File: config.mk
export PLATFORM = sky130hd
export DESIGN_NAME = sam_converter_ctrl
export DESIGN_NICKNAME = d
export VERILOG_FILES = /design/src/include/sam_pkg.sv /design/src/rtl/sam_converter_ctrl.sv
export SDC_FILE = /design/constraint.sdc
export NUM_CORES = 1
export LEC_CHECK = 0
export CAP_MARGIN = 15
export CELL_PAD_IN_SITES_DETAIL_PLACEMENT = 0
export CELL_PAD_IN_SITES_GLOBAL_PLACEMENT = 1
export CORE_ASPECT_RATIO = 0.9
export CORE_MARGIN = 2
export CORE_UTILIZATION = 51
export CTS_BUF_LIST = sky130_fd_sc_hd__clkbuf_4 sky130_fd_sc_hd__clkbuf_8 sky130_fd_sc_hd__clkbuf_16
export CTS_CLUSTER_SIZE = 40
export DETAILED_ROUTE_END_ITERATION = 7
export DONT_BUFFER_PORTS = 1
export PLACE_DENSITY = 0.87
export SLEW_MARGIN = 20
export SYNTH_ARGS = -nofsm -noshare
export SYNTH_HDL_FRONTEND = slang
export SYNTH_SLANG_ARGS = --single-unit
File: constraint.sdc
create_clock -name sys_clk -period 2.8 [get_ports sys_clk]
set_input_delay 0 -clock sys_clk [delete_from_list [all_inputs] [get_ports sys_clk]]
set_output_delay 0 -clock sys_clk [all_outputs]
set_load 0.01 [all_outputs]
File: src/include/sam_pkg.sv
// Shared constants and carrier types for the serial converter control block
package sam_pkg;

	// ------------------------------------------------------------------
	// Timing
	// ------------------------------------------------------------------
	localparam int unsigned SYS_CLK_HZ = 40000000;
	localparam int unsigned SYS_CLK_PERIOD_NS = 25;
	localparam int unsigned SCLK_MIN_HZ = 5000;
	localparam int unsigned SCLK_MAX_HZ = 3000000;
	localparam int unsigned CONV_MAX_NS = 5000;
	// Longest time rounds down to whole system cycles
	localparam int unsigned CONV_MAX_CYCLES = CONV_MAX_NS / SYS_CLK_PERIOD_NS;
	localparam int unsigned WATCH_W = 8;

	// ------------------------------------------------------------------
	// Frame layout, counted in serial clock periods
	// ------------------------------------------------------------------
	localparam int unsigned ADDR_BITS = 5;
	localparam int unsigned ACQ_SCLKS = 3;
	localparam int unsigned MAG_BITS = 10;
	localparam int unsigned RESULT_W = MAG_BITS + 1;
	localparam int unsigned CNT_W = 4;
	localparam int unsigned CHANNEL_COUNT = 8;
	localparam logic [2:0] CHANNEL_MASK = 3'h7;
	localparam logic [MAG_BITS-1:0] DAC_FIRST_TRIAL = 10'h200;
	localparam logic [MAG_BITS-1:0] DAC_ZERO = 10'h000;

	// Address word fields, first bit shifted in lands in the top position
	localparam int unsigned ADDR_PD_POS = 4;
	localparam int unsigned ADDR_SE_POS = 3;
	localparam int unsigned ADDR_CH_LSB = 0;

	// Buffer between converter and serial shifter
	localparam int unsigned BUF_DEPTH = 2;

	// ------------------------------------------------------------------
	// Types
	// ------------------------------------------------------------------
	typedef struct packed {
		logic pd_cmd;
		logic single_ended;
		logic [2:0] channel;
	} sam_addr_t;

	typedef struct packed {
		logic sign;
		logic [MAG_BITS-1:0] magnitude;
	} sam_result_t;

	typedef enum logic [2:0] {
		ST_IDLE = 3'h0,
		ST_ADDR = 3'h1,
		ST_ACQ = 3'h2,
		ST_CONV = 3'h3,
		ST_PUSH = 3'h4,
		ST_HOLD = 3'h5
	} sam_state_t;

endpackage : sam_pkg

File: src/rtl/sam_converter_ctrl.sv
// Serial control, successive approximation sequencer and result buffer
// Notes on behaviour
// - Rising serial clock edges in the address phase sample the address input into the address register.
// - Falling serial clock edges after the result is loaded put the next result bit on the serial output.
// - Shifting and output work only while chip select is low.
// - Acquisition and conversion length are counted in serial clock periods.
// - Serial output is driven only with chip select low and conversion done.
// - Result leaves lowest bit first, sign bit last, one per falling edge.
// - Result holds a sign bit plus ten magnitude bits.
// - Loaded address picks the analog channel fed to the converter.
// - Address selects single-ended or differential use, channel count up to eight.
// - Single-ended use converts the channel against the common input.
// - Power-down pin high powers the converter down; low powers it up unless an address command holds it down.
// - Power-down comes from the pin or from an address command.
// - Status output is released whenever chip select is high.
// - With chip select low status is high during conversion, low otherwise.
// - Conversion takes eleven serial periods, within the maximum conversion time only at serial rates above about 2.2 MHz.
`timescale 1ns/10ps
`default_nettype none

// ----------------------------------------------------------------------
// Two-entry result buffer
// ----------------------------------------------------------------------
module sam_result_buf #(
	parameter int unsigned WIDTH = 11,
	parameter int unsigned DEPTH = 2
) (
	// Clock and reset
	input wire logic clk,
	input wire logic rst_n,
	input wire logic flush,
	// Fill side
	input wire logic in_valid,
	output logic in_ready,
	input wire logic [WIDTH-1:0] in_data,
	// Drain side
	output logic out_valid,
	input wire logic out_ready,
	output logic [WIDTH-1:0] out_data
);
	localparam int unsigned PTR_W = $clog2(DEPTH);

	logic [WIDTH-1:0] mem_q [DEPTH];
	logic [PTR_W-1:0] wr_ptr_q;
	logic [PTR_W-1:0] rd_ptr_q;
	logic [PTR_W:0] count_q;
	logic push;
	logic pop;

	// Honest full and empty from the occupancy count
	assign in_ready = (count_q != (PTR_W+1)'(DEPTH));
	assign out_valid = (count_q != '0);
	assign out_data = mem_q[rd_ptr_q];
	assign push = in_valid & in_ready;
	assign pop = out_valid & out_ready;

	// Storage
	always_ff @(posedge clk)
	begin
		if (push)
			mem_q[wr_ptr_q] <= in_data;
	end

	// Pointers and occupancy
	always_ff @(posedge clk or negedge rst_n)
	begin
		if (!rst_n)
		begin
			wr_ptr_q <= '0;
			rd_ptr_q <= '0;
			count_q <= '0;
		end
		else if (flush)
		begin
			wr_ptr_q <= '0;
			rd_ptr_q <= '0;
			count_q <= '0;
		end
		else
		begin
			if (push)
				wr_ptr_q <= (wr_ptr_q == PTR_W'(DEPTH - 1)) ? '0 : wr_ptr_q + 1'b1;
			if (pop)
				rd_ptr_q <= (rd_ptr_q == PTR_W'(DEPTH - 1)) ? '0 : rd_ptr_q + 1'b1;
			count_q <= count_q + (PTR_W+1)'(push) - (PTR_W+1)'(pop);
		end
	end
endmodule : sam_result_buf

// ----------------------------------------------------------------------
// Top: serial exchange and conversion sequencing
// ----------------------------------------------------------------------
module sam_converter_ctrl (
	// System clock and reset
	input wire logic sys_clk,
	input wire logic rst_n,
	// Serial pins from the controller
	input wire logic serial_clk,
	input wire logic chip_select_n,
	input wire logic serial_address_in,
	input wire logic powerdown_pin,
	// Serial output pin, three-state
	output logic serial_data_out,
	output logic serial_data_oe,
	// Conversion status pin, three-state
	output logic conversion_status_out,
	output logic conversion_status_oe,
	// Analog front end control
	input wire logic comparator_in,
	output logic [2:0] mux_channel,
	output logic mux_single_ended,
	output logic sample_hold,
	output logic polarity_swap,
	output logic [9:0] dac_code,
	output logic converter_powerdown,
	output logic conversion_late
);
	// ------------------------------------------------------------------
	// Reset release and pin synchronisers
	// ------------------------------------------------------------------
	logic rst_meta_q;
	logic rst_sync_n;
	logic [4:0] pin_meta_q;
	logic [4:0] pin_sync_q;
	logic sclk_prev_q;
	logic sclk_rise;
	logic sclk_fall;
	logic cs_n_s;
	logic din_s;
	logic pd_pin_s;
	logic comp_s;

	// Reset enters asynchronously, releases through two flops
	always_ff @(posedge sys_clk or negedge rst_n)
	begin
		if (!rst_n)
		begin
			rst_meta_q <= 1'b0;
			rst_sync_n <= 1'b0;
		end
		else
		begin
			rst_meta_q <= 1'b1;
			rst_sync_n <= rst_meta_q;
		end
	end

	// Two flops on every pin; chip select idles high so it resets high
	always_ff @(posedge sys_clk or negedge rst_sync_n)
	begin
		if (!rst_sync_n)
		begin
			pin_meta_q <= 5'h02;
			pin_sync_q <= 5'h02;
			sclk_prev_q <= 1'b0;
		end
		else
		begin
			pin_meta_q <= {comparator_in, powerdown_pin, serial_address_in,
				chip_select_n, serial_clk};
			pin_sync_q <= pin_meta_q;
			sclk_prev_q <= pin_sync_q[0];
		end
	end

	assign cs_n_s = pin_sync_q[1];
	assign din_s = pin_sync_q[2];
	assign pd_pin_s = pin_sync_q[3];
	assign comp_s = pin_sync_q[4];
	// Edges only count with chip select low
	assign sclk_rise = pin_sync_q[0] & ~sclk_prev_q & ~cs_n_s;
	assign sclk_fall = ~pin_sync_q[0] & sclk_prev_q & ~cs_n_s;

	// ------------------------------------------------------------------
	// Exchange sequencer
	// ------------------------------------------------------------------
	sam_pkg::sam_state_t state_q;
	logic [sam_pkg::CNT_W-1:0] cnt_q;
	logic [sam_pkg::ADDR_BITS-1:0] addr_sr_q;
	logic sw_pd_q;
	logic sign_q;
	logic [sam_pkg::MAG_BITS-1:0] dac_q;
	logic [sam_pkg::CNT_W-1:0] bit_idx;
	logic buf_in_ready;
	logic addr_last;
	logic pd_active;

	// Sign step is count 0, magnitude bits follow from the top down
	assign bit_idx = sam_pkg::CNT_W'(sam_pkg::MAG_BITS) - cnt_q;
	assign addr_last = (cnt_q == sam_pkg::CNT_W'(sam_pkg::ADDR_BITS - 1));
	assign pd_active = pd_pin_s | sw_pd_q;

	// State and step counter; a raised chip select abandons any frame
	always_ff @(posedge sys_clk or negedge rst_sync_n)
	begin
		if (!rst_sync_n)
		begin
			state_q <= sam_pkg::ST_IDLE;
			cnt_q <= '0;
		end
		else if (cs_n_s)
		begin
			state_q <= sam_pkg::ST_IDLE;
			cnt_q <= '0;
		end
		else
		begin
			case (state_q)
				sam_pkg::ST_IDLE:
				begin
					state_q <= sam_pkg::ST_ADDR;
					cnt_q <= '0;
				end
				sam_pkg::ST_ADDR:
				begin
					if (sclk_rise)
					begin
						if (addr_last)
						begin
							// Powered down: address is taken, nothing converts
							state_q <= (pd_pin_s | addr_sr_q[sam_pkg::ADDR_PD_POS - 1]) ?
								sam_pkg::ST_HOLD : sam_pkg::ST_ACQ;
							cnt_q <= '0;
						end
						else
							cnt_q <= cnt_q + 1'b1;
					end
				end
				sam_pkg::ST_ACQ:
				begin
					if (sclk_rise)
					begin
						// Acquisition window in serial periods
						if (cnt_q == sam_pkg::CNT_W'(sam_pkg::ACQ_SCLKS - 1))
						begin
							state_q <= sam_pkg::ST_CONV;
							cnt_q <= '0;
						end
						else
							cnt_q <= cnt_q + 1'b1;
					end
				end
				sam_pkg::ST_CONV:
				begin
					if (sclk_rise)
					begin
						// One decision per serial period
						if (cnt_q == sam_pkg::CNT_W'(sam_pkg::MAG_BITS))
							state_q <= sam_pkg::ST_PUSH;
						else
							cnt_q <= cnt_q + 1'b1;
					end
				end
				sam_pkg::ST_PUSH:
				begin
					// Waits here if the buffer is full
					if (buf_in_ready)
						state_q <= sam_pkg::ST_HOLD;
				end
				sam_pkg::ST_HOLD:
				begin
					state_q <= sam_pkg::ST_HOLD;
				end
				default:
				begin
					state_q <= sam_pkg::ST_IDLE;
				end
			endcase
		end
	end

	// Address shift register, sampled on rising serial edges
	always_ff @(posedge sys_clk or negedge rst_sync_n)
	begin
		if (!rst_sync_n)
			addr_sr_q <= '0;
		else if (sclk_rise && state_q == sam_pkg::ST_ADDR)
			addr_sr_q <= {addr_sr_q[sam_pkg::ADDR_BITS-2:0], din_s};
	end

	// Channel and mode latched from the complete address word
	sam_pkg::sam_addr_t mux_q;
	always_ff @(posedge sys_clk or negedge rst_sync_n)
	begin
		if (!rst_sync_n)
		begin
			mux_q <= '0;
			sw_pd_q <= 1'b0;
		end
		else if (sclk_rise && state_q == sam_pkg::ST_ADDR && addr_last)
		begin
			// Software power-down stays until an address clears it
			sw_pd_q <= addr_sr_q[sam_pkg::ADDR_PD_POS - 1];
			mux_q.pd_cmd <= addr_sr_q[sam_pkg::ADDR_PD_POS - 1];
			mux_q.single_ended <= addr_sr_q[sam_pkg::ADDR_SE_POS - 1];
			mux_q.channel <= {addr_sr_q[1:0], din_s} & sam_pkg::CHANNEL_MASK;
		end
	end

	// Successive approximation: sign first, then magnitude MSB down
	always_ff @(posedge sys_clk or negedge rst_sync_n)
	begin
		if (!rst_sync_n)
		begin
			sign_q <= 1'b0;
			dac_q <= sam_pkg::DAC_ZERO;
		end
		else if (state_q == sam_pkg::ST_ACQ)
		begin
			sign_q <= 1'b0;
			dac_q <= sam_pkg::DAC_ZERO;
		end
		else if (sclk_rise && state_q == sam_pkg::ST_CONV)
		begin
			if (cnt_q == '0)
			begin
				// Negative side higher gives a set sign, front end swaps polarity
				sign_q <= comp_s;
				dac_q <= sam_pkg::DAC_FIRST_TRIAL;
			end
			else
			begin
				if (!comp_s)
					dac_q[bit_idx] <= 1'b0;
				if (bit_idx != '0)
					dac_q[bit_idx - 1'b1] <= 1'b1;
			end
		end
	end

	// ------------------------------------------------------------------
	// Conversion time watch
	// ------------------------------------------------------------------
	logic [sam_pkg::WATCH_W-1:0] watch_q;
	logic late_q;

	// Flags a conversion slower than the maximum, i.e. serial clock too slow
	always_ff @(posedge sys_clk or negedge rst_sync_n)
	begin
		if (!rst_sync_n)
		begin
			watch_q <= '0;
			late_q <= 1'b0;
		end
		else if (state_q != sam_pkg::ST_CONV)
			watch_q <= '0;
		else if (watch_q == sam_pkg::WATCH_W'(sam_pkg::CONV_MAX_CYCLES))
			late_q <= 1'b1;
		else
			watch_q <= watch_q + 1'b1;
	end

	// ------------------------------------------------------------------
	// Result buffer and serial shifter
	// ------------------------------------------------------------------
	sam_pkg::sam_result_t buf_in;
	sam_pkg::sam_result_t buf_out;
	logic buf_out_valid;
	logic buf_pop;
	logic [sam_pkg::RESULT_W-1:0] shift_q;
	logic [sam_pkg::CNT_W-1:0] shift_cnt_q;
	logic loaded_q;
	logic shifting_q;

	assign buf_in.sign = sign_q;
	assign buf_in.magnitude = dac_q;
	// Shifter drains one word per frame; a busy shifter stalls the buffer
	assign buf_pop = ~loaded_q & ~cs_n_s;

	sam_result_buf #(
		.WIDTH(sam_pkg::RESULT_W),
		.DEPTH(sam_pkg::BUF_DEPTH)
	) u_result_buf (
		.clk(sys_clk),
		.rst_n(rst_sync_n),
		.flush(cs_n_s),
		.in_valid(state_q == sam_pkg::ST_PUSH),
		.in_ready(buf_in_ready),
		.in_data(buf_in),
		.out_valid(buf_out_valid),
		.out_ready(buf_pop),
		.out_data(buf_out)
	);

	// Word order: lowest magnitude bit first, sign last
	always_ff @(posedge sys_clk or negedge rst_sync_n)
	begin
		if (!rst_sync_n)
		begin
			shift_q <= '0;
			shift_cnt_q <= '0;
			loaded_q <= 1'b0;
			shifting_q <= 1'b0;
		end
		else if (cs_n_s)
		begin
			loaded_q <= 1'b0;
			shifting_q <= 1'b0;
			shift_cnt_q <= '0;
		end
		else if (buf_out_valid && buf_pop)
		begin
			shift_q <= buf_out;
			loaded_q <= 1'b1;
			shifting_q <= 1'b1;
			shift_cnt_q <= '0;
		end
		else if (sclk_fall && shifting_q)
		begin
			shift_q <= {1'b0, shift_q[sam_pkg::RESULT_W-1:1]};
			if (shift_cnt_q == sam_pkg::CNT_W'(sam_pkg::RESULT_W - 1))
				shifting_q <= 1'b0;
			else
				shift_cnt_q <= shift_cnt_q + 1'b1;
		end
	end

	// ------------------------------------------------------------------
	// Pin drivers, all registered
	// ------------------------------------------------------------------
	logic dout_q;
	logic dout_oe_q;
	logic stat_q;
	logic stat_oe_q;

	// Output released until a finished result is loaded in this frame
	always_ff @(posedge sys_clk or negedge rst_sync_n)
	begin
		if (!rst_sync_n)
		begin
			dout_q <= 1'b0;
			dout_oe_q <= 1'b0;
		end
		else
		begin
			dout_oe_q <= ~cs_n_s & loaded_q;
			dout_q <= ~cs_n_s & loaded_q & shift_q[0];
		end
	end

	// Status driven only with chip select low, high while converting
	always_ff @(posedge sys_clk or negedge rst_sync_n)
	begin
		if (!rst_sync_n)
		begin
			stat_q <= 1'b0;
			stat_oe_q <= 1'b0;
		end
		else
		begin
			stat_oe_q <= ~cs_n_s;
			stat_q <= ~cs_n_s & (state_q == sam_pkg::ST_CONV);
		end
	end

	// Front end controls; sample while acquiring, hold otherwise
	logic hold_q;
	logic swap_q;
	logic pd_q;
	always_ff @(posedge sys_clk or negedge rst_sync_n)
	begin
		if (!rst_sync_n)
		begin
			hold_q <= 1'b1;
			swap_q <= 1'b0;
			pd_q <= 1'b1;
		end
		else
		begin
			hold_q <= (state_q != sam_pkg::ST_ACQ);
			swap_q <= sign_q;
			pd_q <= pd_active;
		end
	end

	assign serial_data_out = dout_q;
	assign serial_data_oe = dout_oe_q;
	assign conversion_status_out = stat_q;
	assign conversion_status_oe = stat_oe_q;
	assign mux_channel = mux_q.channel;
	assign mux_single_ended = mux_q.single_ended;
	assign sample_hold = hold_q;
	assign polarity_swap = swap_q;
	assign dac_code = dac_q;
	assign converter_powerdown = pd_q;
	assign conversion_late = late_q;

endmodule : sam_converter_ctrl

`default_nettype wire

==> results.txt <==
The run finished with clean final reports. The leakage power summed over all cells is 2.02 nW. The floorplan step defined a core boundary enclosing 8570 um2. The number of max-slew violations in the final report is 0, and the number of cells produced by synthesis is 380.

Detailed placement ended at an HPWL of 5310 um. The layout cell share with drive strength beyond 1 works out to 11.1%. Measured along the x axis, the die boundary spans 103 um. The tools report the endpoint class of the critical path as a register. Sequential cells were found to cover 57.9% of the synthesized design area. Dividing total power by cell area gives a power density of 656 nW/um2. In this run, CTS created clock tree buffers numbering 9. For this block, the via count after detailed routing is 2823. After detailed routing, the total wire length is 7920 um. Of all flip-flops after synthesis, the portion carrying an async set or reset was 77.8%. The clock tree synthesis step divided the H-tree into 3 levels. Setup violations remaining at the end of the flow were counted as 0.

The post-layout minimum cycle time was 2430 ps. Dividing the detail-routed via count by the number of cells gives 5.56. The clock passes through at most 2 buffers. The logs give 2791 for the number of global-route vias before repair and 0 for the global-route congestion overflow total. The tree is rooted in a clkbuf_8. The clock arrives with 12.8 ps of skew. Flop and latch count out of synthesis: 99. In this run the remaining antenna-violating nets after routing total 0.

The number of synthesized flops with an enable pin is 22, and the clock transition at the register clock pins on the worst setup and hold paths after CTS is 100 ps. The final count of hold timing violations was 0. The run gives 411 MHz as the achievable clock frequency. STA classifies the critical path startpoint as a register. At the end of the flow, the number of nets in the layout was 403.

The clock reaches the later pin of the worst-skew pair after 360 ps. The transition time of the tightest slew-check pin was 957 ps; the number of unique standard cell types used by synthesis was 56. The design draws 3.19 mW.

In this run the vertical extent of the chip is 92.9 um. Leaving out filler cells and counting taps, the final layout contains 508. The kind of path behind the tightest hold check is in2reg. Once the clock tree was built, the setup fixing pass inserted 0 buffers.

In the final routed layout, each cell accounts on average for 15.6 um. Compared with the post-synthesis result, the final layout area differs by 8.69%. Global routing used 18.2% of the available tracks.

After routing, the total negative slack on setup checks comes to 0 ps. The number of antenna violations at the first check in global routing was 0; the synthesis warning total was 0. The tool flagged a number of max-cap violations equal to 0. Setup repair after global routing left no endpoint under its margin.

In this run the core area contains 32 standard-cell rows. In this run the mean area of a mapped cell was 11.8 um2. Data on the critical path is required at its endpoint by 3060 ps.

The arrival time of the worst setup path was 2690 ps. TritonCTS built the clock tree. The critical-path maximum fanout is 9, and the net count of the mapped netlist is 399. In the finished design, the share of the clock period the worst path needs comes to 86.9%. The repair_antennas step left the layout with diodes totalling 0. By startpoint and endpoint, the worst setup path is classified as reg2reg. The logs give 95 for the number of DRC violations after detailed-routing iteration 0 and 99 for the count of clock tree sinks.

The detailed-router iteration count before antenna repair is 4. Pin placement for this block handled 29 I/O pins. For this run, the leading register cell type out of synthesis is dfrtp_1. Port buffering added 0 buffers. The initial standard-cell utilization of the core was 52.2%; the worst ir drop on vdd was 0.000389 V. The die covers 9540 um2. The tools report the area of the mapped netlist as 4480 um2. For this run, design rule violations remaining after detail routing come to 0. At the end of routability-driven placement, the weighted congestion stood at 0.864. The final design utilization was 56.8%. The post-placement cell count is 485, and the first-pass GRT wire length is 13600 um.

Measured against its own limit, the worst slew margin works out to 36.2%. For the maximum number of pins on one net before global-route repair, the log shows 76.
final timing paths:
kind                                from            end  slack [ps]  cells after the start
setup / recovery                cnt_q[0]       cnt_q[0]         370                      7
hold / removal             chip_select_n  pin_meta_q[1]         170                      1
setup reg to reg                cnt_q[0]       cnt_q[0]         370                      7
hold reg to reg            pin_meta_q[4]  pin_sync_q[4]         360                      0
max in group asynchronous     rst_sync_n        sw_pd_q        1700                      0
min in group asynchronous          rst_n     rst_sync_n         410                      2
routing by layer:
| layer | part of all wire (%) | track usage (%) | up-vias | wire [um] |
|---|---|---|---|---|
| li1 | - | - | 1369 | - |
| met1 | 49 | 25.8 | 1391 | 3870 |
| met2 | 46 | 27.9 | 51 | 3640 |
| met3 | 3.4 | 4.68 | 12 | 273 |
| met4 | 1.7 | 5.48 | 0 | 137 |
| met5 | 0 | 0 | - | 0 |
flip-flops by register name, summed over array words and instances (netlist names), 5 cells and up:
signal / count
dac_code: 10
pin_meta_q: 5
pin_sync_q: 5
shift_q: 11
u_result_buf.mem_q: 22
watch_q: 8
where the power goes:
group          internal (mW)  switching [mW]
sequential              1.62           0.132
clock                  0.439           0.537
combinational          0.227           0.233
synth_stat cells, types with 2 or more instances:
cell | count | area share, %
dfrtp_1 | 73 | 41
a21oi_1 | 29 | 3.2
nor2_1 | 23 | 1.9
edfxtp_1 | 22 | 15
o21ai_0 | 22 | 2.5
nor2b_1 | 17 | 2.4
nand2_1 | 13 | 1.1
ha_1 | 12 | 3.4
inv_1 | 12 | 1.0
mux2i_1 | 12 | 2.7
a211oi_1 | 10 | 1.7
a22o_1 | 10 | 2.0
clkbuf_1 | 9 | 0.75
nand3_1 | 9 | 1.0
nor3_1 | 8 | 0.89
xnor2_1 | 8 | 1.6
nand2b_1 | 7 | 0.98
xor2_1 | 7 | 1.4
mux2_2 | 6 | 1.5
buf_2 | 5 | 0.56
mux2_4 | 5 | 1.7
nand3b_1 | 5 | 0.84
or3_1 | 5 | 0.70
and3_1 | 4 | 0.56
dfstp_2 | 4 | 2.3
and2_1 | 3 | 0.42
buf_1 | 3 | 0.25
nor3b_1 | 3 | 0.50
a2111oi_2 | 2 | 0.67
a31oi_1 | 2 | 0.28
and4b_1 | 2 | 0.45
nor4_1 | 2 | 0.28
or3b_2 | 2 | 0.39
or4_1 | 2 | 0.34
cell usage in the layout (no fill, tap or decap), drive strengths merged, types with 8 or more instances in the layout:
master	netlist	final
nor2	23	23
nand2	13	13
a211oi	10	10
a22o	10	10
mux2	11	11
o21ai	23	23
a21oi	29	29
mux2i	12	12
ha	12	12
xnor2	8	8
nand3	9	9
dfrtp	73	73
nor3	8	8
clkbuf	9	9
edfxtp	22	22
inv	12	16
nor2b	17	17
through the flow:
| step | setup WS [ps] | cell area, um2 | hold slack (ps) |
|---|---|---|---|
| finish | 366 | 4860 | 170 |
| global route | 187 | 4860 | 154 |
| CTS | 401 | 4860 | 152 |
| detailed placement | 423 | 4580 | -296 |
| global placement | 505 | 4580 | -296 |
| floorplan | 504 | 4480 | -296 |
logic make-up (layout without fill, tap and decap cells):
group / Yosys count / in the layout / synth area share [%]
multiplexers: 23 / 23 / 5.87
XOR/XNOR: 15 / 15 / 2.94
flip-flops: 99 / 99 / 57.9
adder cells (fa/ha/maj): 12 / 12 / 3.35
AND/OR/NAND/NOR: 112 / 112 / 14.5
AO/OA/AOI/OAI: 87 / 87 / 12.4
other: 1 / 1 / 0.0838
buffers and inverters: 31 / 40 / 2.91
timing repair:
item,CTS,global route
hold buffers,7,0
hold endpoints to repair,7,0
resized for setup,0,0
worst max-delay path, cell delays in order, from the launching register on:
cell	delay, ps
dfrtp_1	480
inv_1	210
ha_1	410
or3b_2	480
a21oi_1	190
or4_1	200
nor2_1	90
mux2_2	270
cell type report:
class                   instances  area (um2)
clock buffers                   9         124
clock inverters                 7        93.8
fillers                       751        3700
inverters                      13        48.8
multi-input cells             250        1750
flip-flops and latches         99        2600
well taps                     119         149
repair buffers                 11         100
(Power assumes the default switching activity.)
